$ cat config.mk
export PLATFORM = sky130hd
export DESIGN_NAME = pll_vco_control_regs
export DESIGN_NICKNAME = d
export VERILOG_FILES = /design/src/pll_vco_pkg.sv /design/src/pll_vco_control_regs.sv /design/src/pll_vco_map.sv
export SDC_FILE = /design/constraint.sdc
export NUM_CORES = 1
export LEC_CHECK = 0
export ABC_AREA = 1
export BUFFER_PORTS_ARGS = -buffer_cell sky130_fd_sc_hd__buf_2
export CAP_MARGIN = 20
export CORE_MARGIN = 2
export CORE_UTILIZATION = 54
export CTS_CLUSTER_SIZE = 20
export DETAILED_ROUTE_END_ITERATION = 8
export PLACE_DENSITY = 0.76
export SLEW_MARGIN = 0
export SYNTH_ARGS = -nofsm -noshare
export SYNTH_HDL_FRONTEND = slang
export SYNTH_HIERARCHICAL = 1
export SYNTH_SLANG_ARGS = --single-unit
$ cat constraint.sdc
create_clock -name I_CLK -period 3.5 [get_ports I_CLK]
set_input_delay 0.7 -clock I_CLK [delete_from_list [all_inputs] [get_ports I_CLK]]
set_output_delay 0.7 -clock I_CLK [all_outputs]
set_load 0.005 [all_outputs]
$ cat src/pll_vco_pkg.sv
// Constants and carrier types for the PLL and VCO control register bank.
// Assumes one 100 MHz clock and a byte-wide register port behind the serial interface.
package pll_vco_pkg;

    // ==========================================================
    // Register addresses
    localparam logic [7:0] ADDR_UPDATE = 8'h05;
    localparam logic [7:0] ADDR_OFFSET = 8'h0c;
    localparam logic [7:0] ADDR_ABL = 8'h0d;
    localparam logic [7:0] ADDR_CAL = 8'h0e;
    localparam logic [7:0] ADDR_LEVEL = 8'h0f;
    localparam logic [7:0] ADDR_BAND = 8'h10;

    // ==========================================================
    // Reset values
    localparam logic [7:0] RST_OFFSET = 8'h00;
    localparam logic [7:0] RST_ABL = 8'h00;
    localparam logic [7:0] RST_CAL = 8'h70;
    localparam logic [7:0] RST_LEVEL = 8'h80;
    localparam logic [7:0] RST_BAND = 8'h80;

    // ==========================================================
    // Writable bit masks
    localparam logic [7:0] MASK_OFFSET = 8'h7f;
    localparam logic [7:0] MASK_ABL = 8'hc1;
    localparam logic [7:0] MASK_CAL = 8'hff;
    localparam logic [7:0] MASK_LEVEL = 8'hfc;
    localparam logic [7:0] MASK_BAND = 8'hfe;

    // ==========================================================
    // Field positions
    localparam int UPDATE_BIT = 0;
    localparam int OFS_POL_BIT = 6;
    localparam int OFS_MAG_HI = 5;
    localparam int OFS_MAG_LO = 4;
    localparam int OFS_EN_BIT = 3;
    localparam int OFS_TUP_BIT = 2;
    localparam int OFS_TDN_BIT = 1;
    localparam int OFS_TFB_BIT = 0;
    localparam int ABL_HI = 7;
    localparam int ABL_LO = 6;
    localparam int LDET_PD_BIT = 0;
    localparam int CAL_GO_BIT = 7;
    localparam int ALC_EN_BIT = 6;
    localparam int THR_HI = 5;
    localparam int THR_LO = 3;
    localparam int CAL_SW_BIT = 2;
    localparam int BOOST_BIT = 1;
    localparam int BAND_SW_BIT = 0;
    localparam int LVL_HI = 7;
    localparam int LVL_LO = 2;
    localparam int BAND_HI = 7;
    localparam int BAND_LO = 1;
    localparam logic [2:0] THR_INVERT = 3'h2;
    localparam logic [2:0] OFS_SHIFT_BASE = 3'h1;

    // ==========================================================
    // Register images
    typedef struct packed {
        logic [7:0] offset;
        logic [7:0] abl;
        logic [7:0] cal;
        logic [7:0] level;
        logic [7:0] band;
    } regs_t;

    // Effective controls towards the analog PLL and VCO
    typedef struct packed {
        logic offset_auto;
        logic offset_down;
        logic [2:0] offset_shift;
        logic test_up_div2;
        logic test_dn_div2;
        logic test_fb_div2;
        logic abl_auto;
        logic [1:0] abl_period;
        logic lockdet_pd;
        logic cal_auto;
        logic alc_auto;
        logic [2:0] alc_thresh_rank;
        logic [5:0] vco_level;
        logic supply_boost;
        logic band_auto;
        logic [6:0] vco_band;
    } ctrl_t;

endpackage : pll_vco_pkg
$ cat src/pll_vco_control_regs.sv
// Staged PLL and VCO control registers with update commit and readback.
// Assumes the serial port logic on the same clock presents byte writes and reads.
`timescale 1ns/1ps
`default_nettype none
// Function
// - Offset polarity bit 6: 0 pumps up, 1 pumps down, when enabled.
// - Offset magnitude bits 5:4 give half, quarter, eighth, sixteenth of pump current.
// - Offset bit 3 clear means automatic offset; set means bits 6:4 rule.
// - Offset bits 2:0 enable test divide-by-2 of up, down, feedback paths.
// - Antibacklash bits 7:6 select minimum, low, high or maximum period.
// - Antibacklash field ignored, period automatic, unless software enable set.
// - Lock detector bit 0: 0 active, 1 powered down.
// - Calibrate bit 7 starts calibration only with bit 2 set; self clears.
// - Calibration bit 2 clear means automatic calibration, else software triggered.
// - Level control bit 6 set is automatic; clear uses level field.
// - Threshold bits 5:3 reset 110, bit 4 inverted sense.
// - Bit 1 boosts VCO supply by 100 mV.
// - Band bit 0 set selects band field, else automatic band.
// - Amplitude field bits 7:2 resets 10 0000, used without level control.
// - Band field bits 7:1 resets 100 0000.
// - Writes are staged; update bit commits them and self clears.
module pll_vco_control_regs (
    input wire logic I_CLK,
    input wire logic I_RST_N,
    input wire logic I_WR_EN,
    input wire logic [7:0] I_WR_ADDR,
    input wire logic [7:0] I_WR_DATA,
    input wire logic I_RD_EN,
    input wire logic [7:0] I_RD_ADDR,
    input wire logic I_RD_BUFFERED,
    input wire logic I_ABL_SW_EN,
    input wire logic I_AUTO_CAL_REQ,
    output logic [7:0] O_RD_DATA,
    output logic O_RD_VALID,
    output logic O_CAL_START,
    output pll_vco_pkg::ctrl_t O_CTRL
);

    // ==========================================================
    // State
    typedef struct packed {
        pll_vco_pkg::regs_t stage;
        pll_vco_pkg::regs_t act;
        pll_vco_pkg::ctrl_t ctrl;
        logic cal_start;
        logic [7:0] rd_data;
        logic rd_valid;
    } state_t;

    // Reset image decode, so the PLL starts in automatic modes
    localparam pll_vco_pkg::ctrl_t CTRL_RST = '{
        offset_auto: 1'b1,
        offset_down: 1'b0,
        offset_shift: pll_vco_pkg::OFS_SHIFT_BASE,
        test_up_div2: 1'b0,
        test_dn_div2: 1'b0,
        test_fb_div2: 1'b0,
        abl_auto: 1'b1,
        abl_period: 2'h0,
        lockdet_pd: 1'b0,
        cal_auto: 1'b1,
        alc_auto: pll_vco_pkg::RST_CAL[pll_vco_pkg::ALC_EN_BIT],
        alc_thresh_rank: pll_vco_pkg::RST_CAL[pll_vco_pkg::THR_HI:pll_vco_pkg::THR_LO]
            ^ pll_vco_pkg::THR_INVERT,
        vco_level: pll_vco_pkg::RST_LEVEL[pll_vco_pkg::LVL_HI:pll_vco_pkg::LVL_LO],
        supply_boost: 1'b0,
        band_auto: 1'b1,
        vco_band: pll_vco_pkg::RST_BAND[pll_vco_pkg::BAND_HI:pll_vco_pkg::BAND_LO]
    };

    state_t st_r;
    state_t st_nxt;
    pll_vco_pkg::ctrl_t map_ctrl;

    function automatic logic [7:0] merge(input logic [7:0] old, input logic [7:0] wdata,
                                         input logic [7:0] mask);
        merge = (old & ~mask) | (wdata & mask);
    endfunction : merge

    function automatic logic [7:0] pick(input pll_vco_pkg::regs_t r, input logic [7:0] addr);
        case (addr)
            pll_vco_pkg::ADDR_OFFSET: pick = r.offset;
            pll_vco_pkg::ADDR_ABL: pick = r.abl;
            pll_vco_pkg::ADDR_CAL: pick = r.cal;
            pll_vco_pkg::ADDR_LEVEL: pick = r.level;
            pll_vco_pkg::ADDR_BAND: pick = r.band;
            default: pick = 8'h00;
        endcase
    endfunction : pick

    // ==========================================================
    // Field decode
    pll_vco_map u_map (
        .i_act(st_r.act),
        .i_abl_sw_en(I_ABL_SW_EN),
        .o_ctrl(map_ctrl)
    );

    // ==========================================================
    // Next state
    always_comb begin
        st_nxt = st_r;
        st_nxt.cal_start = 1'b0;
        st_nxt.rd_valid = I_RD_EN;
        if (I_RD_EN) begin
            st_nxt.rd_data = I_RD_BUFFERED ? pick(st_r.stage, I_RD_ADDR)
                                           : pick(st_r.act, I_RD_ADDR);
        end
        if (I_WR_EN) begin
            case (I_WR_ADDR)
                pll_vco_pkg::ADDR_OFFSET: begin
                    st_nxt.stage.offset = merge(st_r.stage.offset, I_WR_DATA,
                                                pll_vco_pkg::MASK_OFFSET);
                end
                pll_vco_pkg::ADDR_ABL: begin
                    st_nxt.stage.abl = merge(st_r.stage.abl, I_WR_DATA,
                                             pll_vco_pkg::MASK_ABL);
                end
                pll_vco_pkg::ADDR_CAL: begin
                    st_nxt.stage.cal = merge(st_r.stage.cal, I_WR_DATA,
                                             pll_vco_pkg::MASK_CAL);
                end
                pll_vco_pkg::ADDR_LEVEL: begin
                    st_nxt.stage.level = merge(st_r.stage.level, I_WR_DATA,
                                               pll_vco_pkg::MASK_LEVEL);
                end
                pll_vco_pkg::ADDR_BAND: begin
                    st_nxt.stage.band = merge(st_r.stage.band, I_WR_DATA,
                                              pll_vco_pkg::MASK_BAND);
                end
                pll_vco_pkg::ADDR_UPDATE: begin
                    if (I_WR_DATA[pll_vco_pkg::UPDATE_BIT]) begin
                        st_nxt.act = st_r.stage;
                        st_nxt.act.cal[pll_vco_pkg::CAL_GO_BIT] = 1'b0;
                        st_nxt.stage.cal[pll_vco_pkg::CAL_GO_BIT] = 1'b0;
                        st_nxt.cal_start = st_r.stage.cal[pll_vco_pkg::CAL_GO_BIT]
                            & st_r.stage.cal[pll_vco_pkg::CAL_SW_BIT];
                    end
                end
                default: begin
                end
            endcase
        end
        if (I_AUTO_CAL_REQ && !st_r.act.cal[pll_vco_pkg::CAL_SW_BIT]) begin
            st_nxt.cal_start = 1'b1;
        end
        st_nxt.ctrl = map_ctrl;
    end

    // ==========================================================
    // Registers
    always_ff @(posedge I_CLK) begin
        if (!I_RST_N) begin
            st_r.stage <= {pll_vco_pkg::RST_OFFSET, pll_vco_pkg::RST_ABL,
                           pll_vco_pkg::RST_CAL, pll_vco_pkg::RST_LEVEL,
                           pll_vco_pkg::RST_BAND};
            st_r.act <= {pll_vco_pkg::RST_OFFSET, pll_vco_pkg::RST_ABL,
                         pll_vco_pkg::RST_CAL, pll_vco_pkg::RST_LEVEL,
                         pll_vco_pkg::RST_BAND};
            st_r.ctrl <= CTRL_RST;
            st_r.cal_start <= 1'b0;
            st_r.rd_data <= 8'h00;
            st_r.rd_valid <= 1'b0;
        end else begin
            st_r <= st_nxt;
        end
    end

    assign O_RD_DATA = st_r.rd_data;
    assign O_RD_VALID = st_r.rd_valid;
    assign O_CAL_START = st_r.cal_start;
    assign O_CTRL = st_r.ctrl;

endmodule : pll_vco_control_regs
`default_nettype wire

$ cat src/pll_vco_map.sv
// Combinational map from active register image to effective controls.
// Assumes the caller registers the result.
`timescale 1ns/1ps
`default_nettype none
module pll_vco_map (
    input wire pll_vco_pkg::regs_t i_act,
    input wire logic i_abl_sw_en,
    output pll_vco_pkg::ctrl_t o_ctrl
);
    always_comb begin
        o_ctrl = '0;
        o_ctrl.offset_auto = ~i_act.offset[pll_vco_pkg::OFS_EN_BIT];
        o_ctrl.offset_down = i_act.offset[pll_vco_pkg::OFS_EN_BIT]
            & i_act.offset[pll_vco_pkg::OFS_POL_BIT];
        o_ctrl.offset_shift = pll_vco_pkg::OFS_SHIFT_BASE
            + {1'b0, i_act.offset[pll_vco_pkg::OFS_MAG_HI:pll_vco_pkg::OFS_MAG_LO]};
        o_ctrl.test_up_div2 = i_act.offset[pll_vco_pkg::OFS_TUP_BIT];
        o_ctrl.test_dn_div2 = i_act.offset[pll_vco_pkg::OFS_TDN_BIT];
        o_ctrl.test_fb_div2 = i_act.offset[pll_vco_pkg::OFS_TFB_BIT];
        o_ctrl.abl_auto = ~i_abl_sw_en;
        o_ctrl.abl_period = i_abl_sw_en
            ? i_act.abl[pll_vco_pkg::ABL_HI:pll_vco_pkg::ABL_LO] : 2'h0;
        o_ctrl.lockdet_pd = i_act.abl[pll_vco_pkg::LDET_PD_BIT];
        o_ctrl.cal_auto = ~i_act.cal[pll_vco_pkg::CAL_SW_BIT];
        o_ctrl.alc_auto = i_act.cal[pll_vco_pkg::ALC_EN_BIT];
        o_ctrl.alc_thresh_rank = i_act.cal[pll_vco_pkg::THR_HI:pll_vco_pkg::THR_LO]
            ^ pll_vco_pkg::THR_INVERT;
        o_ctrl.vco_level = i_act.level[pll_vco_pkg::LVL_HI:pll_vco_pkg::LVL_LO];
        o_ctrl.supply_boost = i_act.cal[pll_vco_pkg::BOOST_BIT];
        o_ctrl.band_auto = ~i_act.cal[pll_vco_pkg::BAND_SW_BIT];
        o_ctrl.vco_band = i_act.band[pll_vco_pkg::BAND_HI:pll_vco_pkg::BAND_LO];
    end
endmodule : pll_vco_map
`default_nettype wire

Word level (Yosys, flattened, before mapping). Cells that the tools add are included.

Add/subtract/negate cells: 1. Equality and inequality tests: 12. Mux-type cells: 9. Bitwise operators: 11. Reduce and logical (&&, ||, !) cells: 11.

Operators with widths (number): $pmux W8 S5 (2); $eq A8 B4 Y1 const B (8); $eq A8 B5 Y1 const B (2); $reduce_and A2 Y1 (6); $eq A8 B3 Y1 const B (1); $mux W8 (1); $or A1 B8 Y8 (1); $or A2 B8 Y8 (1); $or A6 B8 Y8 (1); $or A8 B7 Y8 (1); $reduce_and A3 Y1 (2); $mux W1 (5); $not A1 Y1 (5); $add A1 B2 Y3 const A (1); $and A1 B1 Y1 (2); $ne A2 B2 Y1 const B (1); $pmux W1 S2 (1); $reduce_bool A2 Y1 (1); $logic_and A1 B1 Y1 (1); $logic_not A1 Y1 (1).

Register bits: 121. Input port bits: 31. Output and inout bits: 42. Word-level logic and storage cells: 74.

Depth between registers and ports, before layout. Gate-level depths: netlist of run 1.

Depth in word-level cells: 5. Gate-level depth with buffers: 10. Mapped depth without buffers: 9.

Modules after synthesis. Netlist of run 1, hierarchy kept.

Modules (own cells, without submodules): pll_vco_control_regs (times used 1, cells each 616, area each 4506.8 um2, sequential area each 2062.0 um2); pll_vco_map (times used 1, cells each 34, area each 215.2 um2, sequential area each 0.0 um2).

Worst setup path before layout of run 1. OpenSTA, ideal clock, no wires.

Path kind: in2reg. Start point: in I_WR_ADDR[5]. End point: reg st_r[64] (netlist name). Library setup time: 135 ps. Arrival time: 1647 ps. Data required time: 3365 ps. Slack: 1718 ps. Stages on the path: 9. Buffers on the path: 1. Cells stage by stage: nor2_2 > nand2_1 > inv_2 > nand3_4 > nor3_4 > inv_4 > buf_6 > nand2_2 > o211ai_2.

Word-level cells in the longest chain between the ends: 2.

Ends and longest elaborated chain: start, declared (line pll_vco_control_regs.sv:26) `input wire logic [7:0] I_WR_ADDR,`; $eq A8 B3 Y1 (line pll_vco_control_regs.sv:110) `case (I_WR_ADDR)`; $reduce_and A3 Y1 (no source line); end signal, assigned (line pll_vco_control_regs.sv:165) `st_r <= st_nxt;`; end, declared (line pll_vco_control_regs.sv:71) `state_t st_r;`.

Every way passes these cells. A chain may end at the register's enable or synchronous reset.

Worst setup path after layout of run 1.
Start point: in I_RD_ADDR[2]. End point: reg st_r, in the netlist O_RD_DATA[3].

Word-level cells in the longest chain between the ends: 3. Elaborated cells on any way between the ends: 8. Classes of those cells: eq/ne (5); mux (3).

Ends and longest elaborated chain: start, declared (line pll_vco_control_regs.sv:29) `input wire logic [7:0] I_RD_ADDR,`; $eq A8 B5 Y1 or $eq A8 B4 Y1 (tied branches) (line pll_vco_control_regs.sv:81) `case (addr)`; $pmux W8 S5 (line pll_vco_control_regs.sv:81); $mux W8 * (line pll_vco_control_regs.sv:106) `st_nxt.rd_data = I_RD_BUFFERED ? pick(st_r.stage, I_RD_ADDR)`.

Every way passes the cells marked *; elsewhere a longest branch is shown, timed or not.

==> results of run 1 <==
final timing paths:
check	end	slack, ns	depth (start not counted)
worst min-delay path	O_CTRL[10]	0.45	2
worst min register to register	O_CTRL[10]	0.45	2
worst max register to register	O_RD_DATA[4]	2.42	6
worst max-delay path	O_RD_DATA[3]	1.41	9
flip-flops by register name (all words and copies together) (netlist names):
signal	count
O_CAL_START	1
O_CTRL	32
O_RD_DATA	8
O_RD_VALID	1
st_r	61
cell type report:
class / instances / area, µm² / area share [%]
clock buffers: 11 / 131 / 2.71
clock inverters: 5 / 58.8 / 1.21
inverters: 83 / 315 / 6.50
multi-input cells: 377 / 1750 / 36.2
flip-flops and latches: 103 / 2060 / 42.5
well taps: 108 / 135 / 2.79
repair buffers: 76 / 390 / 8.05
power by group through the flow:
stage / clock network [mW] / logic (mW) / registers (mW)
detailed placement: 0 / 0.108 / 1.20
finish: 0.732 / 0.109 / 1.18
global placement: 0 / 0.106 / 1.20
global route: 0.791 / 0.121 / 1.18
CTS: 0.739 / 0.108 / 1.18
floorplan: 0 / 0.0654 / 1.20
layer usage:
layer | vias up | routed length [µm] | GRT usage, %
met5 | - | 0 | 0
met4 | 0 | 229 | 6.94
met3 | 18 | 1030 | 5.61
met2 | 187 | 5160 | 37.1
met1 | 1766 | 4940 | 32.5
li1 | 1983 | - | -
through the flow:
| step | cell area, µm² | setup slack [ns] | hold WS, ns | util, % | instances |
|---|---|---|---|---|---|
| 2_1_floorplan | 4720 | 1.72 | 0.445 | - | 649 |
| 3_3_place_gp | 4660 | 1.10 | 0.445 | 54.2 | 747 |
| 3_5_place_dp | 4660 | 1.08 | 0.444 | 54.2 | 747 |
| 4_1_cts | 4850 | 1.44 | 0.452 | 56.4 | 763 |
| 5_1_grt | 4850 | 1.31 | 0.467 | 56.4 | 763 |
| 6_report | 4850 | 1.41 | 0.446 | 56.4 | 763 |
worst min-delay path: stages, from the launching register on:
cell and delay, ns:
dfxtp_1 0.33, nand2_1 0.06, inv_1 0.03
==> impl_metrics.csv, run 1 <==
group,metric,value,unit
layout,nFillCells,853,
sta,setup_viol,0,
sta,clock.fmax,0.477,GHz
setup_path,slowest_delay,0.72,ns
sta,rsz0062_at_grt,"false",
cts,cts_sinks,103,
synth,netlist_instances,649,
setup_path,start_kind,"input pin",
sta,period_needed,2.09,ns
layout,layout_commonest_cell,"nand2_1",
power,p_int,1.54,mW
setup_path,cp-end-kind,"register",
cts,post-cts-setup-buffers,0,
drt,drc_errors,0,
global_route,grtUsageTotal,23.6,%
synth,synth_nets,681,
setup_path,crit_path_max_fanout,12,
cts,h-tree-depth,3,
cts,cts_root_buf,"clkbuf_8",
floorplan,die_area,9500,µm²
cts,ctsResizeCount,0,
setup_path,path_buf_inv,1,
power,leakagePower,2.32,nW
synth,synth.avg_cell_area,7.27,µm²
floorplan,rows,34,
setup_path,crit_family,"simple AND/OR/NAND/NOR gates",
power,power_frac_clock,36.3,%
cts,cts_buffer_depth,2,
power,switching_share,23.7,%
layout,area_growth,2.73,%
global_route,grt_max_degree,70,
place,io_buffers,72,
power,powerDensity,416,nW/µm²
power,combPwrFrac,5.4,%
power,total_power,2.02,mW
layout,layout-drive-gt1-share,18.0,%
setup_path,crit_chain,"buf_2 > nand2_1 > nor2_1 > nand3_1 > nand2_1 > nor2_1 > nand2_1 > nand3_1 > a21oi_1",
floorplan,start_util,54.9,%
layout,fin_nets,682,
drt,drt_wl_total,11.4,mm
power,p_sw,0.478,mW
cts,cts.clk_slew.worst_paths,0.10,ns
place,gp_congestion,0.941,
cts,numCtsBuffers,9,
floorplan,io_pins,73,
floorplan,die_y,97.5,µm
cts,cts_hold_buffers,0,
cts,cts_tree,"built",
global_route,grt_pass1_vias,3447,
setup_path,cp_data_arrival_time,2.38,ns
synth,syn-cell-area,4720,µm²
sta,relSlewSlack,31.5,%
layout,diodes,0,
global_route,grt_pass1_wl,17.7,mm
sta,hold_viol_final,0,
floorplan,die_w,97.5,µm
power,seq_power_share,58.3,%
setup_path,crit_top_cell,"nand2_1",
job,maxCapViolCount,0,
sta,finClkSkew,0.0102,ns
power,vdd_drop_max,0.000182,V
global_route,grt-ovfl-total,0,
outcome,status,"completed",
setup_path,crit_type,"in -> reg",
setup_path,slowest_stage,"nor2_1",
layout,layout_common_cells,"nand2_1, dfxtp_1, inv_1",
sta,tightest_slew,1.03,ns
drt,dr.pass1.iters,5,
setup_path,r2r-start,"st_r[102]",
min_path,hp-start,"st_r[53]",
sta,finalCritPeriodShare,59.8,%
setup_path,worst-endpoint-required,3.79,ns
synth,ys_warn_count,6,
setup_path,crit_path_start,"I_RD_ADDR[2]",
place,dp_hpwl,8.39,mm
min_path,min_path_type,"reg -> reg",
sta,maxSlewViolCount,0,
drt,wire_per_inst,14.9,µm
global_route,antenna_found_initial,0,
drt,viasPerCell,5.18,
floorplan,core,8590,µm²
drt,first_iter_violations,368,
drt,ant_nets,0,
cts,clock_latency,0.36,ns
drt,vias,3954,
sta,fin_setup_tns,0,ns
Power figures use the tool's default switching activity.
==> run 2: changes to the inputs <==
--- a/config.mk
+++ b/config.mk
@@ -5,11 +5,11 @@
 export SDC_FILE = /design/constraint.sdc
 export NUM_CORES = 1
 export LEC_CHECK = 0
-export ABC_AREA = 1
+export ABC_AREA = 0
 export BUFFER_PORTS_ARGS = -buffer_cell sky130_fd_sc_hd__buf_2
 export CAP_MARGIN = 20
 export CORE_MARGIN = 2
-export CORE_UTILIZATION = 54
+export CORE_UTILIZATION = 51
 export CTS_CLUSTER_SIZE = 20
 export DETAILED_ROUTE_END_ITERATION = 8
 export PLACE_DENSITY = 0.76
==> constraint.sdc (replaced) <==
create_clock -name I_CLK -period 1.76 [get_ports I_CLK]
set_input_delay 0.352 -clock I_CLK [delete_from_list [all_inputs] [get_ports I_CLK]]
set_output_delay 0.352 -clock I_CLK [all_outputs]
set_load 0.005 [all_outputs]
==> impl_metrics.csv, run 2 <==
group,metric,value,unit
cts,cts_sinks,103,
layout,largest_reg_flops,61,
cts,numCtsBuffers,9,
floorplan,start_util,51.9,%
layout,diodes,0,
power,total_power,4.34,mW
floorplan,die_y,100,µm
place,dp_slack,-0.268,ns
floorplan,io_pins,73,
layout,layout-drive-gt1-share,24.5,%
sta,rsz0062_at_grt,"false",
global_route,grtUsageTotal,20.8,%
setup_path,crit_path_max_fanout,30,
layout,fin_nets,569,
place,placed_area,4940,µm²
cts,cts.clk_slew.worst_paths,0.09,ns
layout,register_area,2060,µm²
sta,maxSlewViolCount,0,
sta,hold_viol_final,0,
floorplan,rows,35,
sta,period_needed,1.63,ns
place,gp_congestion,0.848,
sta,tightest_slew,0.900,ns
cts,h-tree-depth,3,
cts,clock_latency,0.37,ns
layout,layout_commonest_cell,"dfxtp_1",
drt,dr.pass1.iters,4,
drt,drt_wl_total,10.2,mm
setup_path,worst-endpoint-required,2.00,ns
cts,cts_root_buf,"clkbuf_8",
floorplan,core,9110,µm²
drt,ant_nets,0,
cts,cts_hold_buffers,0,
sta,finalCritPeriodShare,92.9,%
sta,clock.fmax,0.612,GHz
sta,fin_setup_tns,0,ns
cts,cts_buffer_depth,2,
synth,syn-cell-area,4730,µm²
cts,cts_tree,"built",
floorplan,die_area,10100,µm²
drt,drc_errors,0,
global_route,grt_pass1_vias,3318,
layout,fin_area,5170,µm²
layout,nFillCells,805,
layout,top_register,"st_r",
synth,netlist_instances,513,
place,dp.cells,637,
setup_path,cp-end-kind,"register",
power,vdd_drop_max,0.000384,V
job,maxCapViolCount,0,
min_path,min_path_type,"in -> reg",
cts,post-cts-setup-buffers,0,
cts,ctsResizeCount,0,
drt,viasPerCell,5.39,
sta,relSlewSlack,39.9,%
drt,wire_per_inst,15.6,µm
setup_path,cp_data_arrival_time,1.87,ns
setup_path,reg2reg_slack,0.41,ns
sta,finClkSkew,0.00993,ns
layout,instances_no_fill,653,
global_route,antenna_found_initial,0,
place,io_buffers,72,
global_route,grt-ovfl-total,0,
layout,multi_input_area,2080,µm²
setup_path,start_kind,"input pin",
setup_path,crit_type,"in -> reg",
drt,vias,3521,
floorplan,die_w,100,µm
power,powerDensity,838,nW/µm²
global_route,grt_max_degree,37,
sta,setup_slack,0.125,ns
global_route,grt_pass1_wl,16.3,mm
outcome,status,"completed",
synth,ys_warn_count,6,
place,dp_hpwl,7.45,mm
layout,layout_common_cells,"dfxtp_1, nand2_1, buf_2",
synth,synth.avg_cell_area,9.22,µm²
power,leakagePower,2.17,nW
layout,area_growth,9.39,%
sta,setup_viol,0,
drt,first_iter_violations,177,
synth,synth_nets,545,
==> run 2: cell types whose count changed in the layout (fill, tap and decap cells not counted), sizes merged, moves of 34 or more <==
| cell | previous run | this run |
|---|---|---|
| a21oi | 56 | 0 |
| mux2i | 0 | 35 |
| nand3 | 66 | 32 |
| inv | 81 | 7 |
| nand2 | 143 | 72 |
| nor2 | 47 | 3 |
==> run 2: worst paths after layout <==
kind / from / to / cells after the start
worst max-delay path: I_WR_ADDR[5] / st_r[63] / 6
worst min-delay path: I_ABL_SW_EN / O_CTRL[23] / 3
worst max register to register: st_r[56] / O_RD_DATA[6] / 4
worst min register to register: O_RD_DATA[5] / O_RD_DATA[5] / 1
==> run 2: layer usage <==
metal | global-route usage [%] | up-vias | part of all wire [%]
met1 | 27.0 | 1637 | 43
met4 | 9.59 | 0 | 2.6
met3 | 4.04 | 19 | 7.5
li1 | - | 1734 | -
met5 | 0 | - | 0
met2 | 33.4 | 131 | 47
==> run 2: final cells by class <==
class                      count  area share [%]
timing repair buffer         104            12.1
clock inverter                 5            2.06
clock buffer                  11            2.54
inverter                       8           0.580
tap                          111            2.68
multi-input combinational    311            40.2
sequential                   103            39.8
==> run 2: worst max-delay path: stages <==
cell	delay, ns
buf_2	0.10
or3_2	0.48
or4_1	0.58
buf_12	0.20
nand2_1	0.07
nand3_1	0.08
==> run 2: metrics by stage <==
stage	utilization [%]	hold WS (ns)
after floorplan	-	0.442
after CTS	56.8	0.233
final	56.8	0.244
after detailed placement	54.2	0.452
after global routing	56.8	0.247
after global placement	54.2	0.454
==> run 2: power breakdown <==
group	total, mW	switching (mW)	leakage [nW]	internal (mW)
Sequential	2.34	0.00192	0.831	2.33
Combinational	0.257	0.146	1.23	0.111
Clock	1.74	0.796	0.114	0.949
==> run 3: changes to the inputs <==
--- a/config.mk
+++ b/config.mk
@@ -6,13 +6,13 @@
 export NUM_CORES = 1
 export LEC_CHECK = 0
 export ABC_AREA = 0
-export BUFFER_PORTS_ARGS = -buffer_cell sky130_fd_sc_hd__buf_2
 export CAP_MARGIN = 20
 export CORE_MARGIN = 2
-export CORE_UTILIZATION = 51
+export CORE_UTILIZATION = 54
 export CTS_CLUSTER_SIZE = 20
 export DETAILED_ROUTE_END_ITERATION = 8
-export PLACE_DENSITY = 0.76
+export DONT_BUFFER_PORTS = 1
+export PLACE_DENSITY = 0.72
 export SLEW_MARGIN = 0
 export SYNTH_ARGS = -nofsm -noshare
 export SYNTH_HDL_FRONTEND = slang
==> impl_metrics.csv, run 3 (synthesis gave the netlist of run 2 again) <==
group,metric,value,unit
sta,fin_setup_tns,0,ns
global_route,grt_pass1_vias,3125,
place,io_buffers,0,
setup_path,worst-endpoint-required,2.03,ns
min_path,worstHoldPathCells,1,
drt,vias,3212,
floorplan,die_area,9530,µm²
layout,diodes,0,
drt,ant_nets,0,
cts,ctsResizeCount,0,
power,switching_share,22.2,%
layout,top_register,"st_r",
sta,hold_ws,0.0576,ns
drt,dr.pass1.iters,5,
drt,drc_errors,0,
global_route,grt_max_degree,100,
floorplan,rows,34,
global_route,grt_pass1_wl,15.9,mm
setup_path,rr_worst_depth,4,
setup_path,crit_top_cell,"buf_4",
sta,finClkSkew,0.0100,ns
setup_path,crit_path_max_fanout,17,
sta,rsz0062_at_grt,"false",
sta,clock.fmax,0.634,GHz
sta,finalCritPeriodShare,89.7,%
setup_path,cp_data_arrival_time,1.85,ns
power,leakagePower,1.76,nW
cts,cts_tree,"built",
power,powerDensity,828,nW/µm²
layout,area_growth,-1.77,%
power,power_frac_clock,36.3,%
sta,period_needed,1.58,ns
sta,setup_viol,0,
global_route,grt-ovfl-total,0,
global_route,antenna_found_initial,0,
power,p_int,2.99,mW
sta,relSlewSlack,46.7,%
layout,layout_common_cells,"dfxtp_1, nand2_1, mux2i_1",
place,gp_congestion,0.857,
power,combPwrFrac,3.0,%
drt,wire_per_inst,17.4,µm
setup_path,crit_type,"in -> reg",
setup_path,slowest_stage,"or3_2",
setup_path,cp-end-kind,"register",
cts,h-tree-depth,3,
setup_path,r2r_end,"O_RD_DATA[6]",
power,p_sw,0.854,mW
power,seq_power_share,60.7,%
cts,cts.clk_slew.worst_paths,0.09,ns
layout,fin_util,54.1,%
cts,cts_buffer_depth,2,
drt,viasPerCell,5.68,
place,dp_hpwl,6.87,mm
outcome,status,"completed",
setup_path,r2r-start,"st_r[56]",
sta,tightest_slew,0.798,ns
global_route,grtUsageTotal,21.1,%
floorplan,die_w,97.6,µm
power,total_power,3.85,mW
setup_path,reg2reg_slack,0.40,ns
floorplan,start_util,55.1,%
drt,first_iter_violations,219,
setup_path,slowest_delay,0.47,ns
setup_path,crit_chain,"or3_2 > buf_4 > nor4_4 > buf_4 > nand2_1 > a21boi_0",
cts,cts_root_buf,"clkbuf_8",
cts,clock_latency,0.36,ns
cts,cts_hold_buffers,0,
layout,nFillCells,812,
job,maxCapViolCount,0,
setup_path,crit_path_end,"st_r[74]",
floorplan,io_pins,73,
place,placed_area,4460,µm²
setup_path,start_kind,"input pin",
cts,post-cts-setup-buffers,0,
power,vdd_drop_max,0.000370,V
cts,cts_sinks,103,
floorplan,core,8590,µm²
min_path,min_path_type,"in -> reg",
cts,numCtsBuffers,9,
drt,drt_wl_total,9.85,mm
layout,largest_reg_flops,61,
layout,layout-drive-gt1-share,10.7,%
layout,fin_nets,484,
sta,hold_viol_final,0,
sta,maxSlewViolCount,0,
layout,fin_area,4650,µm²
floorplan,die_y,97.6,µm
layout,layout_commonest_cell,"dfxtp_1",
setup_path,crit_path_start,"I_WR_ADDR[5]",
==> run 3: cell types whose count changed in the layout (fill, tap and decap cells not counted) <==
cell and delta:
clkbuf_8 +2, buf_2 -72, bufinv_16 -3, clkbuf_1 -1, buf_12 -1, inv_6 +1
clkinv_4 -1, buf_4 -12, clkinvlp_4 +1, clkinv_2 +1
==> run 3: how the worst min path moves through the flow <==
stage	from	end	slack, ns
global placement	I_RST_N	st_r[97]	0.42
global route	I_RST_N	st_r[89]	0.04
CTS	I_RST_N	st_r[89]	0.05
detailed placement	I_RST_N	st_r[89]	0.43
finish	I_RST_N	st_r[97]	0.06
floorplan	st_r[58]	O_CTRL[7]	0.44
==> run 3: power by group through the flow <==
stage          Sequential (mW)  Clock [mW]  Combinational, mW
6_report                  2.34        1.40              0.115
5_1_grt                   2.34        1.51              0.123
3_5_place_dp              2.39           0              0.114
3_3_place_gp              2.39           0              0.112
2_1_floorplan             2.39           0              0.130
4_1_cts                   2.34        1.42              0.114
==> run 3: metal layers <==
layer,track usage [%],up-vias,part of all wire (%)
met3,5.47,14,7.6
met5,0,-,0
met1,26.5,1516,43
met4,8.44,0,1.8
li1,-,1562,-
met2,34.4,120,48
==> run 3: worst max-delay path: cells and delay by family <==
| family | cells | cell delay (ns) |
|---|---|---|
| compound gates | 1 | 0.23 |
| buf+inv | 2 | 0.44 |
| simple gates | 3 | 0.83 |
==> run 3: final cells by class <==
type	count	area [µm²]	area share, %
Clock buffer	12	155	3.34
Clock inverter	4	28.8	0.619
Timing Repair Buffer	19	155	3.34
Inverter	8	30.0	0.646
Sequential cell	103	2060	44.4
Multi-Input combinational cell	311	2080	44.8
Tap cell	108	135	2.91
==> run 3: stage by stage <==
stage          cells  setup WS (ns)
2_1_floorplan    513         -0.165
3_3_place_gp     549         -0.103
3_5_place_dp     549         -0.139
4_1_cts          565          0.250
5_1_grt          565          0.110
6_report         565          0.182
